### src/rtl/cipl_pkg.sv
/*
 Constants, timing figures and pin carrier for the tape input controller.
 Assumes a 125 MHz core clock and a single cassette port on the low address byte.
*/
package cipl_pkg;
   // ==========================================================
   // Port map
   localparam logic [7:0] PORT_ADDR = 8'hff;
   localparam int MOTOR_BIT = 2;
   localparam int LATCH_BIT = 0;
   localparam logic [7:0] DATA_IDLE = 8'h00;

   // ==========================================================
   // Timing
   localparam int CLK_PERIOD_NS = 8;
   localparam int STROBE_NS = 500;
   localparam int BIT_TIME_US = 2000;
   localparam int CLEAR_AT_US = 250;
   localparam int READ_AT_US = 1500;
   localparam int NS_PER_US = 1000;
   // Least times round up
   localparam int STROBE_CYC = (STROBE_NS + CLK_PERIOD_NS - 1) / CLK_PERIOD_NS;
   localparam int CLEAR_AT_CYC = (CLEAR_AT_US * NS_PER_US + CLK_PERIOD_NS - 1) / CLK_PERIOD_NS;
   localparam int READ_AT_CYC = (READ_AT_US * NS_PER_US + CLK_PERIOD_NS - 1) / CLK_PERIOD_NS;
   localparam int BIT_TIME_CYC = (BIT_TIME_US * NS_PER_US) / CLK_PERIOD_NS;
   localparam int STROBE_W = 8;
   localparam int CNT_W = 20;
   localparam int WORD_W = 8;

   // ==========================================================
   // Pin carrier
   typedef struct packed {
      logic [7:0] addr;
      logic rd_n;
      logic wr_n;
      logic [7:0] dout;
      logic oe;
   } cipl_pin_s;

   typedef enum {CYC_IDLE, CYC_SETUP, CYC_STROBE, CYC_HOLD} cipl_cyc_e;
   typedef enum {ST_IDLE, ST_INIT_WR, ST_POLL_RD, ST_WAIT_CLR, ST_CLR_WR, ST_WAIT_RD, ST_SAMPLE_RD,
                 ST_EXTRA_WR, ST_STOP_WR} cipl_state_e;
endpackage

### src/rtl/cipl_port_cycle.sv
/*
 One port access on the processor side: address setup, a timed low strobe, hold.
 Assumes the device decodes the low address byte and answers reads during the strobe.
*/
module cipl_port_cycle
   import cipl_pkg::*;
#(
   parameter int STROBE_LEN = STROBE_CYC
)
(
   input wire logic i_clk,
   input wire logic i_rst_n,
   input wire logic i_go,
   input wire logic i_write,
   input wire logic [7:0] i_wdata,
   input wire logic [7:0] i_data,
   output cipl_pkg::cipl_pin_s o_pins,
   output logic o_busy,
   output logic o_done,
   output logic [7:0] o_rdata
);
   import cipl_pkg::*;

   cipl_cyc_e state_q, state_d;
   logic [STROBE_W-1:0] cnt_q;
   logic write_q;
   cipl_pin_s pins_q;
   logic [7:0] rdata_q;
   logic done_q;

   // ==========================================================
   // Sequencing
   wire strobe_last = (cnt_q == STROBE_W'(STROBE_LEN - 1));
   assign o_busy = (state_q != CYC_IDLE);

   always_comb
   begin
      state_d = state_q;
      case (state_q)
         CYC_IDLE: if (i_go) state_d = CYC_SETUP;
         CYC_SETUP: state_d = CYC_STROBE;
         CYC_STROBE: if (strobe_last) state_d = CYC_HOLD;
         CYC_HOLD: state_d = CYC_IDLE;
         default: state_d = CYC_IDLE;
      endcase
   end

   // Pins come from flops so the strobes never glitch
   always_ff @(posedge i_clk or negedge i_rst_n)
   begin
      if (!i_rst_n)
      begin
         state_q <= CYC_IDLE;
         cnt_q <= '0;
         write_q <= 1'b0;
         pins_q <= '{addr: 8'h00, rd_n: 1'b1, wr_n: 1'b1, dout: DATA_IDLE, oe: 1'b0};
         rdata_q <= 8'h00;
         done_q <= 1'b0;
      end
      else
      begin
         state_q <= state_d;
         done_q <= (state_q == CYC_HOLD);
         cnt_q <= (state_q == CYC_STROBE) ? cnt_q + 1'b1 : '0;
         if (state_q == CYC_IDLE && i_go)
         begin
            write_q <= i_write;
            pins_q.addr <= PORT_ADDR;
            pins_q.dout <= i_wdata;
            pins_q.oe <= i_write;
         end
         // Strobe only between setup and hold
         pins_q.rd_n <= !(state_d == CYC_STROBE && !write_q);
         pins_q.wr_n <= !(state_d == CYC_STROBE && write_q);
         if (state_q == CYC_STROBE && strobe_last && !write_q)
            rdata_q <= i_data; // Sampled while the buffer still drives
         if (state_q == CYC_HOLD)
            pins_q.oe <= 1'b0;
      end
   end

   assign o_pins = pins_q;
   assign o_rdata = rdata_q;
   assign o_done = done_q;
endmodule

### src/rtl/cipl_host.sv
/*
 Processor-side controller for the cassette pulse latch: starts a tape load,
 times each bit from its start pulse, clears and reads the latch, and packs bits
 into words. Assumes the latch device on the far side of the port pins.
*/
// Behaviour
// - At load start a port write turns the motor on and clears the latch.
// - The first detected pulse starts bit one and each later start pulse starts the next bit.
// - A latch found high at the read means a second pulse came, so the bit is one.
// - After a one, an extra write clears the latch before the next bit starts.
// - Bit times are two milliseconds, with a mid-bit pulse only for a one.
// - The clear-and-read cycle repeats for every bit and bits are packed into words.
module cipl_host
   import cipl_pkg::*;
#(
   parameter int CLEAR_AT = CLEAR_AT_CYC,
   parameter int READ_AT = READ_AT_CYC,
   parameter int STROBE_LEN = STROBE_CYC
)
(
   input wire logic I_CORE_CLK,
   input wire logic I_ARST_N,
   input wire logic I_LOAD_START,
   input wire logic I_LOAD_STOP,
   input wire logic [7:0] I_DATA,
   output cipl_pkg::cipl_pin_s O_PORT,
   output logic O_MOTOR_ON,
   output logic O_BUSY,
   output logic O_BIT_VALID,
   output logic O_BIT,
   output logic O_WORD_VALID,
   output logic [WORD_W-1:0] O_WORD
);
   import cipl_pkg::*;

   // ==========================================================
   // Reset release
   logic rst_meta_q, rst_sync_n_q;

   always_ff @(posedge I_CORE_CLK or negedge I_ARST_N)
   begin
      if (!I_ARST_N)
      begin
         rst_meta_q <= 1'b0;
         rst_sync_n_q <= 1'b0;
      end
      else
      begin
         rst_meta_q <= 1'b1;
         rst_sync_n_q <= rst_meta_q;
      end
   end

   // ==========================================================
   // Port access engine
   cipl_state_e state_q, state_d;
   logic pend_q, stop_q, motor_q;
   logic [CNT_W-1:0] cnt_q;
   logic bit_valid_q, bit_q, word_valid_q;
   logic [WORD_W-1:0] shift_q, word_q;
   logic [$clog2(WORD_W)-1:0] nbit_q;
   logic cyc_busy, cyc_done;
   logic [7:0] cyc_rdata;

   wire access_st = (state_q == ST_INIT_WR) || (state_q == ST_POLL_RD) || (state_q == ST_CLR_WR) ||
                    (state_q == ST_SAMPLE_RD) || (state_q == ST_EXTRA_WR) || (state_q == ST_STOP_WR);
   wire is_write = (state_q != ST_POLL_RD) && (state_q != ST_SAMPLE_RD);
   wire go = access_st && !pend_q && !cyc_busy;
   wire motor_next = (state_q != ST_STOP_WR);
   // Every write but the stop write keeps the motor bit, so a clearing write never stops the tape
   wire [7:0] wdata = 8'(motor_next) << MOTOR_BIT;
   wire latch_hi = cyc_rdata[LATCH_BIT];
   wire acc_done = pend_q && cyc_done;
   wire reach_clr = (cnt_q >= CNT_W'(CLEAR_AT));
   wire reach_rd = (cnt_q >= CNT_W'(READ_AT));

   cipl_port_cycle #(.STROBE_LEN(STROBE_LEN)) u_cycle (
      .i_clk(I_CORE_CLK),
      .i_rst_n(rst_sync_n_q),
      .i_go(go),
      .i_write(is_write),
      .i_wdata(wdata),
      .i_data(I_DATA),
      .o_pins(O_PORT),
      .o_busy(cyc_busy),
      .o_done(cyc_done),
      .o_rdata(cyc_rdata)
   );

   // ==========================================================
   // Bit timing sequence
   always_comb
   begin
      state_d = state_q;
      case (state_q)
         ST_IDLE: if (I_LOAD_START) state_d = ST_INIT_WR;
         ST_INIT_WR: if (acc_done) state_d = ST_POLL_RD; // Motor on, latch cleared
         ST_POLL_RD:
            if (acc_done)
            begin
               if (stop_q)
                  state_d = ST_STOP_WR;
               else if (latch_hi)
                  state_d = ST_WAIT_CLR; // Start pulse opens a bit time
            end
         ST_WAIT_CLR: if (reach_clr) state_d = ST_CLR_WR;
         ST_CLR_WR: if (acc_done) state_d = ST_WAIT_RD;
         ST_WAIT_RD: if (reach_rd) state_d = ST_SAMPLE_RD; // Read after the mid-bit slot
         ST_SAMPLE_RD:
            if (acc_done)
               state_d = latch_hi ? ST_EXTRA_WR : ST_POLL_RD;
         ST_EXTRA_WR: if (acc_done) state_d = ST_POLL_RD;
         ST_STOP_WR: if (acc_done) state_d = ST_IDLE;
         default: state_d = ST_IDLE;
      endcase
   end

   // ==========================================================
   // Access bookkeeping
   // An access stays pending from its launch until its done pulse
   wire pend_d = go ? 1'b1 : (cyc_done ? 1'b0 : pend_q);
   // A stop request wins over the idle clear, so it is never lost in the same cycle
   wire stop_d = I_LOAD_STOP ? 1'b1 : ((state_q == ST_IDLE) ? 1'b0 : stop_q);
   // Motor follows the bit that each completed write carried
   wire motor_d = (acc_done && is_write) ? motor_next : motor_q;
   // Bit timer restarts at each start pulse and saturates, so a dead tape never wraps it
   wire bit_start = (state_q == ST_POLL_RD) && (state_d == ST_WAIT_CLR);
   wire cnt_max = (cnt_q == {CNT_W{1'b1}});
   wire [CNT_W-1:0] cnt_d = bit_start ? '0 : (cnt_max ? cnt_q : cnt_q + 1'b1);

   // Sequence state
   always_ff @(posedge I_CORE_CLK or negedge rst_sync_n_q)
   begin
      if (!rst_sync_n_q)
         state_q <= ST_IDLE;
      else
         state_q <= state_d;
   end

   // Pending access and stop request
   always_ff @(posedge I_CORE_CLK or negedge rst_sync_n_q)
   begin
      if (!rst_sync_n_q)
      begin
         pend_q <= 1'b0;
         stop_q <= 1'b0;
      end
      else
      begin
         pend_q <= pend_d;
         stop_q <= stop_d;
      end
   end

   // Motor state as last written
   always_ff @(posedge I_CORE_CLK or negedge rst_sync_n_q)
   begin
      if (!rst_sync_n_q)
         motor_q <= 1'b0;
      else
         motor_q <= motor_d;
   end

   // Bit timer
   always_ff @(posedge I_CORE_CLK or negedge rst_sync_n_q)
   begin
      if (!rst_sync_n_q)
         cnt_q <= '0;
      else
         cnt_q <= cnt_d;
   end

   // ==========================================================
   // Bit and word output
   wire bit_now = (state_q == ST_SAMPLE_RD) && acc_done;
   wire word_full = (nbit_q == ($clog2(WORD_W))'(WORD_W - 1));
   // Bits enter MSB first, so the first bit of a word ends in its top bit
   wire [WORD_W-1:0] shift_d = {shift_q[WORD_W-2:0], latch_hi};

   // One-cycle strobes for a bit and for a completed word
   always_ff @(posedge I_CORE_CLK or negedge rst_sync_n_q)
   begin
      if (!rst_sync_n_q)
      begin
         bit_valid_q <= 1'b0;
         word_valid_q <= 1'b0;
      end
      else
      begin
         bit_valid_q <= bit_now;
         word_valid_q <= bit_now && word_full;
      end
   end

   // Word assembly; a partial word at stop is dropped, not flushed
   always_ff @(posedge I_CORE_CLK or negedge rst_sync_n_q)
   begin
      if (!rst_sync_n_q)
      begin
         bit_q <= 1'b0;
         shift_q <= '0;
         word_q <= '0;
         nbit_q <= '0;
      end
      else
      begin
         if (state_q == ST_INIT_WR)
            nbit_q <= '0;
         if (bit_now)
         begin
            bit_q <= latch_hi; // High means one, low means zero
            shift_q <= shift_d;
            nbit_q <= word_full ? '0 : nbit_q + 1'b1;
            if (word_full)
               word_q <= shift_d;
         end
      end
   end

   assign O_MOTOR_ON = motor_q;
   assign O_BUSY = (state_q != ST_IDLE);
   assign O_BIT_VALID = bit_valid_q;
   assign O_BIT = bit_q;
   assign O_WORD_VALID = word_valid_q;
   assign O_WORD = word_q;
endmodule

### config.mk
export PLATFORM = sky130hd
export DESIGN_NAME = cipl_host
export DESIGN_NICKNAME = d
export VERILOG_FILES = /design/src/rtl/cipl_pkg.sv /design/src/rtl/cipl_port_cycle.sv /design/src/rtl/cipl_host.sv
export SDC_FILE = /design/constraint.sdc
export NUM_CORES = 1
export LEC_CHECK = 0
export BUFFER_PORTS_ARGS = -buffer_cell sky130_fd_sc_hd__buf_4
export CAP_MARGIN = 5
export CORE_ASPECT_RATIO = 0.5
export CORE_MARGIN = 2
export CORE_UTILIZATION = 61
export CTS_BUF_LIST = sky130_fd_sc_hd__clkbuf_8
export DETAILED_ROUTE_END_ITERATION = 12
export PLACE_DENSITY = 0.85
export SYNTH_ARGS = -nofsm -noshare
export SYNTH_HDL_FRONTEND = slang
export SYNTH_SLANG_ARGS = --single-unit
### constraint.sdc
create_clock -name I_CORE_CLK -period 4.3 [get_ports I_CORE_CLK]
set_clock_uncertainty 0.1 [all_clocks]
set_input_delay 0.43 -clock I_CORE_CLK [delete_from_list [all_inputs] [get_ports I_CORE_CLK]]
set_output_delay 0.43 -clock I_CORE_CLK [all_outputs]
set_load 0.01 [all_outputs]
==> results of run 1 <==
==> worst max-delay path: cells and delay by family (launching register included) <==
family | cells | cell delay [ns]
AND/OR/NAND/NOR | 4 | 1.63
buffers and inverters | 1 | 0.19
flip-flops | 1 | 0.37
==> metal layers <==
layer  up-vias  global-route usage
li1       1604                   -
met1      1654               0.260
met3        34              0.0763
met5         -                   0
met2        88               0.386
met4         0               0.116
==> cell usage in the layout (no fill, tap or decap), drive strengths merged, types with 5 or more instances in the layout <==
cell    synthesis  layout
a211oi         10      10
a21oi          13      13
and3            5       5
buf            19      33
clkbuf          8      17
clkinv          0       6
conb            2      66
dfrtp         123     123
ha              6       6
inv             9      13
mux2           19      19
nand2          24      24
nand3          16      16
nand4          13      13
nor2           37      37
nor2b           8       8
nor3           11      11
nor4           17      17
o21ai          13      13
or3             6       6
xnor2          16      16
xor2            5       5
==> registers in the layout, indices dropped and copies added (netlist names) <==
| signal | flops |
|---|---|
| nbit_q | 3 |
| O_WORD | 8 |
| u_cycle.o_done | 1 |
| u_cycle.o_pins | 5 |
| rst_meta_q | 1 |
| u_cycle.o_rdata | 1 |
| stop_q | 1 |
| u_cycle.write_q | 1 |
| rst_sync_n_q | 1 |
| shift_q | 7 |
| u_cycle.cnt_q | 8 |
| O_MOTOR_ON | 1 |
| u_cycle.state_q | 32 |
| O_BIT_VALID | 1 |
| O_WORD_VALID | 1 |
| state_q | 32 |
| cnt_q | 20 |
| pend_q | 1 |
==> synthesized netlist by cell type (all sizes together), types with 3 or more instances <==
cell type and instances:
dfrtp 123, nor2 37, nand2 24, buf 19
mux2 19, nor4 17, nand3 16, xnor2 16
a21oi 13, nand4 13, o21ai 13, nor3 11
a211oi 10, inv 9, clkbuf 8, nor2b 8
ha 6, or3 6, and3 5, xor2 5
a31oi 4, a21boi 3, and4 3, or4 3
==> final cells by class <==
cell class              instances  area (um^2)  area share
clock buffers                  17          234      0.0395
clock inverters                15          175      0.0296
inverters                       9         33.8     0.00570
multi-input cells             326         1950       0.329
flip-flops and latches        125         3130       0.529
well taps                     112          140      0.0236
repair buffers                 34          258      0.0435
==> what timing repair did <==
action / CTS / global route
hold buffers: 1 / 0
endpoints found under the setup margin: 0 / 0
gates resized for setup: 0 / 0
hold endpoints to repair: 2 / 0
==> cell families (layout without fill, tap and decap cells) <==
group / Yosys count / after routing / synth area share
simple gates: 155 / 155 / 0.165
flops: 125 / 125 / 0.622
compound gates: 57 / 57 / 0.0743
buf+inv: 36 / 75 / 0.0395
xor+xnor: 21 / 21 / 0.0365
mux: 21 / 21 / 0.0465
fa+ha+maj: 6 / 6 / 0.0149
other cells: 2 / 66 / 0.00149
==> worst max path at each step <==
| stage | start | end | depth (start not counted) |
|---|---|---|---|
| after global placement | state_q[8] | nbit_q[0] | 5 |
| after floorplan | rst_sync_n_q | O_BIT_VALID | 0 |
| after global routing | state_q[21] | O_BUSY | 5 |
| final | state_q[8] | O_BUSY | 5 |
| after CTS | state_q[21] | O_BUSY | 5 |
| after detailed placement | state_q[8] | nbit_q[0] | 5 |
==> power by group through the flow <==
stage          Combinational (mW)  Clock [mW]  Sequential [mW]
2_1_floorplan              0.0157           0             1.25
3_3_place_gp               0.0306           0             1.24
3_5_place_dp               0.0312           0             1.24
4_1_cts                    0.0321        1.07             1.22
5_1_grt                    0.0405        1.13             1.22
6_report                   0.0331        1.05             1.22
==> per-stage QoR <==
step	hold slack, ns	std cells	utilization
after floorplan	0.0344	487	-
after global placement	0.112	605	0.688
after detailed placement	0.114	605	0.688
after CTS	0.0464	638	0.741
after global routing	0.0431	638	0.741
final	0.0596	638	0.741
==> flow_summary.json, run 1 <==
{
  "setup_violations": 0,
  "crit_path_cell_trace": "nor4_1, nand4_1, nor3_2, nand4_1, buf_4",
  "grt_remaining_overflow": 0,
  "worstHoldPathCells": 2,
  "cp-end-kind": "output port",
  "detail_route.wirelength.met1_um": 3880,
  "final_layout_size_suffix_gt1_frac": 0.183,
  "yosysUniqueCellTypes": 51,
  "post-route-period-util": 0.735,
  "clock-root-buffer": "sky130_fd_sc_hd__clkbuf_8",
  "synth-warning-count": 0,
  "p_leak_nw": 2.69,
  "io_pins": 44,
  "worstRegToRegCells": 5,
  "post-synth-top-area-fraction": 0.611,
  "clk_latency_ns": 0.44,
  "r2r_end": "nbit_q[0]",
  "routed-wl-met2_um": 4540,
  "final_hold_viol_count": 0,
  "async_reset_ff_frac": 1.00,
  "filler_instances": 549,
  "cts_max_level": 4,
  "slew_headroom": 0.295,
  "flow.area_growth_from_synthesis_pct": 17.7,
  "cp.required_ns": 3.77,
  "final_design_area_no_fill_um2": 5930,
  "cts_sinks": 125,
  "placement.io_buffers": 29,
  "drt_pass1_iterations": 4,
  "antenna_found_initial": 0,
  "ant_nets": 0,
  "routed_via_density": 5.30,
  "hold_start": "I_LOAD_STOP",
  "horizontal_die_dimension_um": 132,
  "synth-edff-count": 0,
  "via_count": 3380,
  "switching_power_mw": 0.519,
  "amount_of_wire_on_met3_after_detailed_routing_um": 409,
  "worstPathMaxFanout": 8,
  "power.density_cell_area_nw_per_um2": 389,
  "final.setup.worst_slack_ns": 1.14,
  "hpwlAfterDp_um": 5860,
  "layout_min_cycle_time_ns": 3.16,
  "ir_drop_mv": 0.217,
  "global_route_wire_length_before_repair_um": 15000,
  "slew_violations": 0,
  "setup-tns-final_ns": 0,
  "final_nets": 531,
  "max_slew.worst_pin.slew_ns": 1.05,
  "hold_path_class": "in2reg",
  "power_switching_share": 0.226,
  "buffer_depth_of_the_longest_clock_path": 2,
  "synth_sequential_area_ratio": 0.622,
  "grt_start_max_net_pins": 43,
  "global_route.usage.total": 0.224,
  "synth_seq_cells": 125,
  "dp_worst_setup_slack_ns": 1.46,
  "unrepaired_setup_endpoints_after_global_routing": "false",
  "outcome": "finished, final reports clean",
  "wl_per_cell_um": 14.3,
  "whs_endpoint": "stop_q",
  "syn_inst": 423,
  "cp_slowest_cell": "sky130_fd_sc_hd__nor3_2",
  "synth_top_flop_cell": "sky130_fd_sc_hd__dfrtp_1",
  "remaining_drc_errors": 0,
  "globalplace.congestion": 0.870,
  "cts_setup_buffers": 0,
  "design_power_total_mw": 2.30,
  "slowest_delay_ns": 0.57,
  "synth_area_per_cell_um2": 11.9,
  "cts_buffers": 17,
  "core_area_um2": 8000,
  "p_comb_frac": 0.014,
  "max_cap_viol": 0,
  "place_area_um2": 5510,
  "clk_transition_reported_paths_ns": 0.08,
  "synthesis.area_um2": 5030,
  "clkPwrFrac": 0.455,
  "power_frac_seq": 0.530,
  "critical_path_arrival_ns": 2.63,
  "rr_startpoint": "state_q[8]",
  "first_global_vias": 3313,
  "die_height_um": 68.2,
  "synth.largest_area_cell": "sky130_fd_sc_hd__dfrtp_1",
  "core.rowCount": 23,
  "critical_path.startpoint_type": "register",
  "fp.dieArea_um2": 9040,
  "antenna_cells_inserted": 0,
  "ys_top_cells_by_area": "sky130_fd_sc_hd__dfrtp_1 61%, sky130_fd_sc_hd__mux2_2 4.3%, sky130_fd_sc_hd__xnor2_1 2.8%",
  "max_freq_mhz": 317,
  "internal-power_mw": 1.78,
  "routed_wl_um": 9110,
  "routed.top_layer": "met4",
  "tritoncts_clock_tree": "done",
  "setup.worst_path.class": "reg2out",
  "drt-initial-drc-count": 236,
  "initial_utilization": 0.629,
  "path_common_cell": "sky130_fd_sc_hd__nand4_1",
  "ff2ff_setup_slack_ns": 1.38
}
Power figures use the tool's default switching activity.
==> run 2: changes to the inputs <==
==> constraint.sdc (replaced) <==
create_clock -name I_CORE_CLK -period 3.2 [get_ports I_CORE_CLK]
set_clock_uncertainty 0.1 [all_clocks]
set_input_delay 0.32 -clock I_CORE_CLK [delete_from_list [all_inputs] [get_ports I_CORE_CLK]]
set_output_delay 0.32 -clock I_CORE_CLK [all_outputs]
set_load 0.01 [all_outputs]
==> flow_summary.json, run 2 (same netlist as run 1, synthesis figures left out) <==
{
  "critical_path_arrival_ns": 2.35,
  "cp-end-kind": "output port",
  "final_common_cell": "sky130_fd_sc_hd__dfrtp_1",
  "power_switching_share": 0.226,
  "worstHoldPathCells": 2,
  "leading_cell_types_in_the_layout_fill_and_taps_excluded": "122 x sky130_fd_sc_hd__dfrtp_1, 66 x sky130_fd_sc_hd__conb_1, 37 x sky130_fd_sc_hd__nor2_1, 36 x sky130_fd_sc_hd__buf_4, 23 x sky130_fd_sc_hd__nand2_1",
  "p_comb_frac": 0.014,
  "clkPwrFrac": 0.447,
  "biggestRegsByFlops": "state_q (32), u_cycle.state_q (32), cnt_q (20)",
  "setup-tns-final_ns": 0,
  "final_layout_size_suffix_gt1_frac": 0.189,
  "clk_latency_ns": 0.44,
  "post_cts.resized_instances": 0,
  "whs_endpoint": "u_cycle.o_rdata[0]",
  "antenna_found_initial": 0,
  "drt-initial-drc-count": 297,
  "ir_drop_mv": 0.317,
  "fp.dieArea_um2": 9040,
  "power.density_cell_area_nw_per_um2": 513,
  "final_nets": 535,
  "core_area_um2": 8000,
  "cts_buffers": 17,
  "layoutNonFillerInstCount": 642,
  "routed_wl_um": 9140,
  "io_pins": 44,
  "global_route_wire_length_before_repair_um": 15100,
  "internal-power_mw": 2.36,
  "cp_top_family": "simple AND/OR/NAND/NOR gates",
  "power_frac_seq": 0.538,
  "worstRegToRegCells": 6,
  "first_global_vias": 3220,
  "grt_remaining_overflow": 0,
  "wl_per_cell_um": 14.2,
  "setup.worst_path.class": "reg2out",
  "drt_pass1_iterations": 5,
  "buffer_depth_of_the_longest_clock_path": 2,
  "die_height_um": 68.2,
  "groute.layer.met2.usage": 0.379,
  "p_leak_nw": 2.70,
  "ff2ff_setup_slack_ns": 0.68,
  "r2r_end": "cnt_q[19]",
  "tritoncts_clock_tree": "done",
  "critPathBufInv": 2,
  "ant_nets": 0,
  "antenna_cells_inserted": 0,
  "horizontal_die_dimension_um": 132,
  "placed_cells_incl_taps": 608,
  "globalplace.congestion": 0.869,
  "cp.required_ns": 2.78,
  "hpwlAfterDp_um": 5910,
  "outcome": "finished, final reports clean",
  "via_count": 3365,
  "fin_hold_ws_ns": 0.0117,
  "hold_start": "I_DATA[0]",
  "global_route.usage.total": 0.223,
  "cp_slowest_cell": "sky130_fd_sc_hd__nand4_1",
  "unrepaired_setup_endpoints_after_global_routing": "false",
  "max_freq_mhz": 361,
  "flow.area_growth_from_synthesis_pct": 18.2,
  "worstPathMaxFanout": 8,
  "grt_util_met1": 0.275,
  "post-route-period-util": 0.867,
  "slowest_delay_ns": 0.43,
  "cts_max_level": 4,
  "core.rowCount": 23,
  "slew_headroom": 0.514,
  "globalRoute.busiestLayer": "met2",
  "layout_min_cycle_time_ns": 2.77,
  "clk_transition_reported_paths_ns": 0.07,
  "grt_util_met3": 0.0607,
  "remaining_drc_errors": 0,
  "placement.io_buffers": 29,
  "clock-root-buffer": "sky130_fd_sc_hd__clkbuf_8",
  "max_slew.worst_pin.slew_ns": 0.724,
  "cts_setup_buffers": 0,
  "switching_power_mw": 0.689,
  "final_hold_viol_count": 0,
  "rr_startpoint": "state_q[4]",
  "cts_sinks": 125,
  "initial_utilization": 0.629,
  "hold_path_class": "in2reg",
  "crit_path_cell_trace": "nor4_1, nand4_1, nor3_2, buf_4, nand4_1, buf_4",
  "grt_start_max_net_pins": 54,
  "routed_via_density": 5.24,
  "max_cap_viol": 0,
  "setup_violations": 0,
  "critical_path.startpoint_type": "register",
  "slew_violations": 0
}
run 2: changes by cell type in the layout (fill, tap and decap cells not counted), sizes merged:
cell,previous run,this run
clkinv,6,3
buf,33,36
clkinvlp,2,4
clkbuf,17,19
dlygate4sd3,1,2
bufinv,3,2
run 2: worst max path at each step:
stage                             from                end  slack (ns)  cells past startpoint
final                       state_q[8]             O_BUSY        0.43                      6
after global routing       state_q[21]             O_BUSY        0.22                      6
after CTS                  state_q[21]             O_BUSY        0.42                      6
after detailed placement   state_q[21]  u_cycle.o_pins[3]        0.78                      6
after global placement      state_q[2]  u_cycle.o_pins[3]        0.82                      5
after floorplan           rst_sync_n_q        O_BIT_VALID        1.02                      0
run 2: through the flow:
stage / power [mW] / worst slack (ns) / cell area (um^2) / utilization
floorplan: 1.70 / 1.02 / 5280 / -
global placement: 1.71 / 0.822 / 5530 / 0.691
detailed placement: 1.71 / 0.778 / 5530 / 0.691
CTS: 3.08 / 0.415 / 5950 / 0.744
global route: 3.17 / 0.224 / 5950 / 0.744
finish: 3.05 / 0.427 / 5950 / 0.744
run 2: timing repair:
action                                 4_1_cts  5_1_grt
endpoints found under the hold margin        3        0
hold buffers                                 2        0
setup endpoints to repair                    0        0
run 2: final cells by class:
cell class	count	area (um^2)
flip-flops and latches	125	3130
fillers	527	2050
multi-input cells	326	1950
repair buffers	38	290
clock buffers	19	262
well taps	112	140
clock inverters	13	139
inverters	9	33.8
run 2: metal layers:
layer	vias up	share of wire
li1	1611	-
met1	1642	0.43
met2	96	0.50
met3	16	0.050
met4	0	0.015
met5	-	0
run 2: power by group through the flow:
| stage | Sequential (mW) | Clock [mW] | Combinational (mW) |
|---|---|---|---|
| after floorplan | 1.68 | 0 | 0.0210 |
| after global placement | 1.67 | 0 | 0.0387 |
| after detailed placement | 1.67 | 0 | 0.0401 |
| after CTS | 1.64 | 1.39 | 0.0425 |
| after global routing | 1.65 | 1.47 | 0.0533 |
| final | 1.64 | 1.36 | 0.0437 |
==> run 3: changes to the inputs <==
--- a/config.mk
+++ b/config.mk
@@ -8,11 +8,11 @@
 export BUFFER_PORTS_ARGS = -buffer_cell sky130_fd_sc_hd__buf_4
 export CAP_MARGIN = 5
 export CORE_ASPECT_RATIO = 0.5
-export CORE_MARGIN = 2
 export CORE_UTILIZATION = 61
 export CTS_BUF_LIST = sky130_fd_sc_hd__clkbuf_8
 export DETAILED_ROUTE_END_ITERATION = 12
 export PLACE_DENSITY = 0.85
+export REMOVE_ABC_BUFFERS = 1
 export SYNTH_ARGS = -nofsm -noshare
 export SYNTH_HDL_FRONTEND = slang
 export SYNTH_SLANG_ARGS = --single-unit
==> flow_summary.json, run 3 (same netlist as run 1, synthesis figures left out) <==
{
  "fin_hold_ws_ns": 0.0385,
  "flow.area_growth_from_synthesis_pct": 18.6,
  "cp-end-kind": "register",
  "buffer_depth_of_the_longest_clock_path": 2,
  "global_route_wire_length_before_repair_um": 15700,
  "unrepaired_setup_endpoints_after_global_routing": "false",
  "horizontal_die_dimension_um": 130,
  "fp.dieArea_um2": 8640,
  "drt_pass1_iterations": 5,
  "max_freq_mhz": 352,
  "layout.core_utilization": 0.780,
  "place_area_um2": 5520,
  "clk_transition_reported_paths_ns": 0.07,
  "final_common_cell": "sky130_fd_sc_hd__dfrtp_1",
  "globalplace.congestion": 0.848,
  "setup.worst_path.class": "reg2reg",
  "p_leak_nw": 2.71,
  "routed_wl_um": 9390,
  "hold_path_class": "in2reg",
  "drt-initial-drc-count": 255,
  "critical_path_arrival_ns": 3.06,
  "antenna_cells_inserted": 0,
  "leading_cell_types_in_the_layout_fill_and_taps_excluded": "122 x sky130_fd_sc_hd__dfrtp_1, 66 x sky130_fd_sc_hd__conb_1, 37 x sky130_fd_sc_hd__nor2_1, 33 x sky130_fd_sc_hd__buf_4, 23 x sky130_fd_sc_hd__nand2_1",
  "filler_instances": 474,
  "tritoncts_clock_tree": "done",
  "post_cts.resized_instances": 0,
  "setup-tns-final_ns": 0,
  "remaining_drc_errors": 0,
  "cp.required_ns": 3.41,
  "core.rowCount": 22,
  "first_global_vias": 3378,
  "worstHoldPathCells": 2,
  "cts_sinks": 125,
  "final_hold_viol_count": 0,
  "layout_min_cycle_time_ns": 2.84,
  "worstPathMaxFanout": 7,
  "via_count": 3466,
  "outcome": "finished, final reports clean",
  "ir_drop_mv": 0.373,
  "cts_setup_buffers": 0,
  "max_slew.worst_pin.slew_ns": 0.757,
  "worstRegToRegCells": 5,
  "core_area_um2": 7650,
  "clk_latency_ns": 0.44,
  "cts_hold_buffers": 2,
  "wl_per_cell_um": 14.8,
  "setup_violations": 0,
  "final.setup.worst_slack_ns": 0.358,
  "design_power_total_mw": 3.14,
  "grt_start_max_net_pins": 73,
  "initial_utilization": 0.658,
  "layoutNonFillerInstCount": 636,
  "final_design_area_no_fill_um2": 5970,
  "post-route-period-util": 0.888,
  "grt_remaining_overflow": 0,
  "ant_nets": 0,
  "critical_path.startpoint_type": "register",
  "cts_buffers": 17,
  "placement.io_buffers": 29,
  "io_pins": 44,
  "hpwlAfterDp_um": 5660,
  "die_height_um": 66.2,
  "power.density_cell_area_nw_per_um2": 526,
  "routed_via_density": 5.45,
  "cts_max_level": 4,
  "final_layout_size_suffix_gt1_frac": 0.186,
  "slew_headroom": 0.490,
  "global_route.usage.total": 0.252,
  "slew_violations": 0,
  "antenna_found_initial": 0,
  "clock-root-buffer": "sky130_fd_sc_hd__clkbuf_8",
  "final_nets": 533,
  "placed_cells_incl_taps": 602,
  "max_cap_viol": 0,
  "dp_worst_setup_slack_ns": 0.576,
  "biggestRegsByFlops": "state_q (32), u_cycle.state_q (32), cnt_q (20)"
}
run 3: critical path, cell delays in order (launching register included):
cell,delay [ns]
sky130_fd_sc_hd__dfrtp_1,0.39
sky130_fd_sc_hd__nor4_1,0.67
sky130_fd_sc_hd__nand4_1,0.38
sky130_fd_sc_hd__nor4_2,0.57
sky130_fd_sc_hd__buf_4,0.27
sky130_fd_sc_hd__mux2_2,0.34
run 3: cell type report:
type | instances | area [um^2] | share of cell area
Multi-Input combinational cell | 326 | 1950 | 0.327
Clock inverter | 13 | 165 | 0.0277
Timing Repair Buffer | 36 | 288 | 0.0482
Clock buffer | 19 | 262 | 0.0438
Sequential cell | 125 | 3130 | 0.525
Tap cell | 108 | 135 | 0.0226
Inverter | 9 | 33.8 | 0.00566
run 3: final timing paths:
kind / to / start / slack (ns)
max: shift_q[3] / state_q[5] / 0.36
min: u_cycle.o_rdata[0] / I_DATA[0] / 0.04
max reg2reg: shift_q[3] / state_q[5] / 0.36
min reg2reg: rst_sync_n_q / rst_meta_q / 0.25
max in group asynchronous: u_cycle.o_pins[10] / rst_sync_n_q / 1.94
min in group asynchronous: rst_sync_n_q / I_ARST_N / 0.14
run 3: layer usage:
metal / track usage / part of all wire
met1: 0.286 / 0.42
met5: 0 / 0
met2: 0.424 / 0.51
met4: 0.136 / 0.026
met3: 0.0866 / 0.049
run 3: power by group:
group          leakage (nW)  total, mW  internal [mW]  switching [mW]
sequential             1.57       1.64           1.62          0.0243
combinational         0.929     0.0439         0.0105          0.0334
clock                 0.210       1.46          0.815           0.640
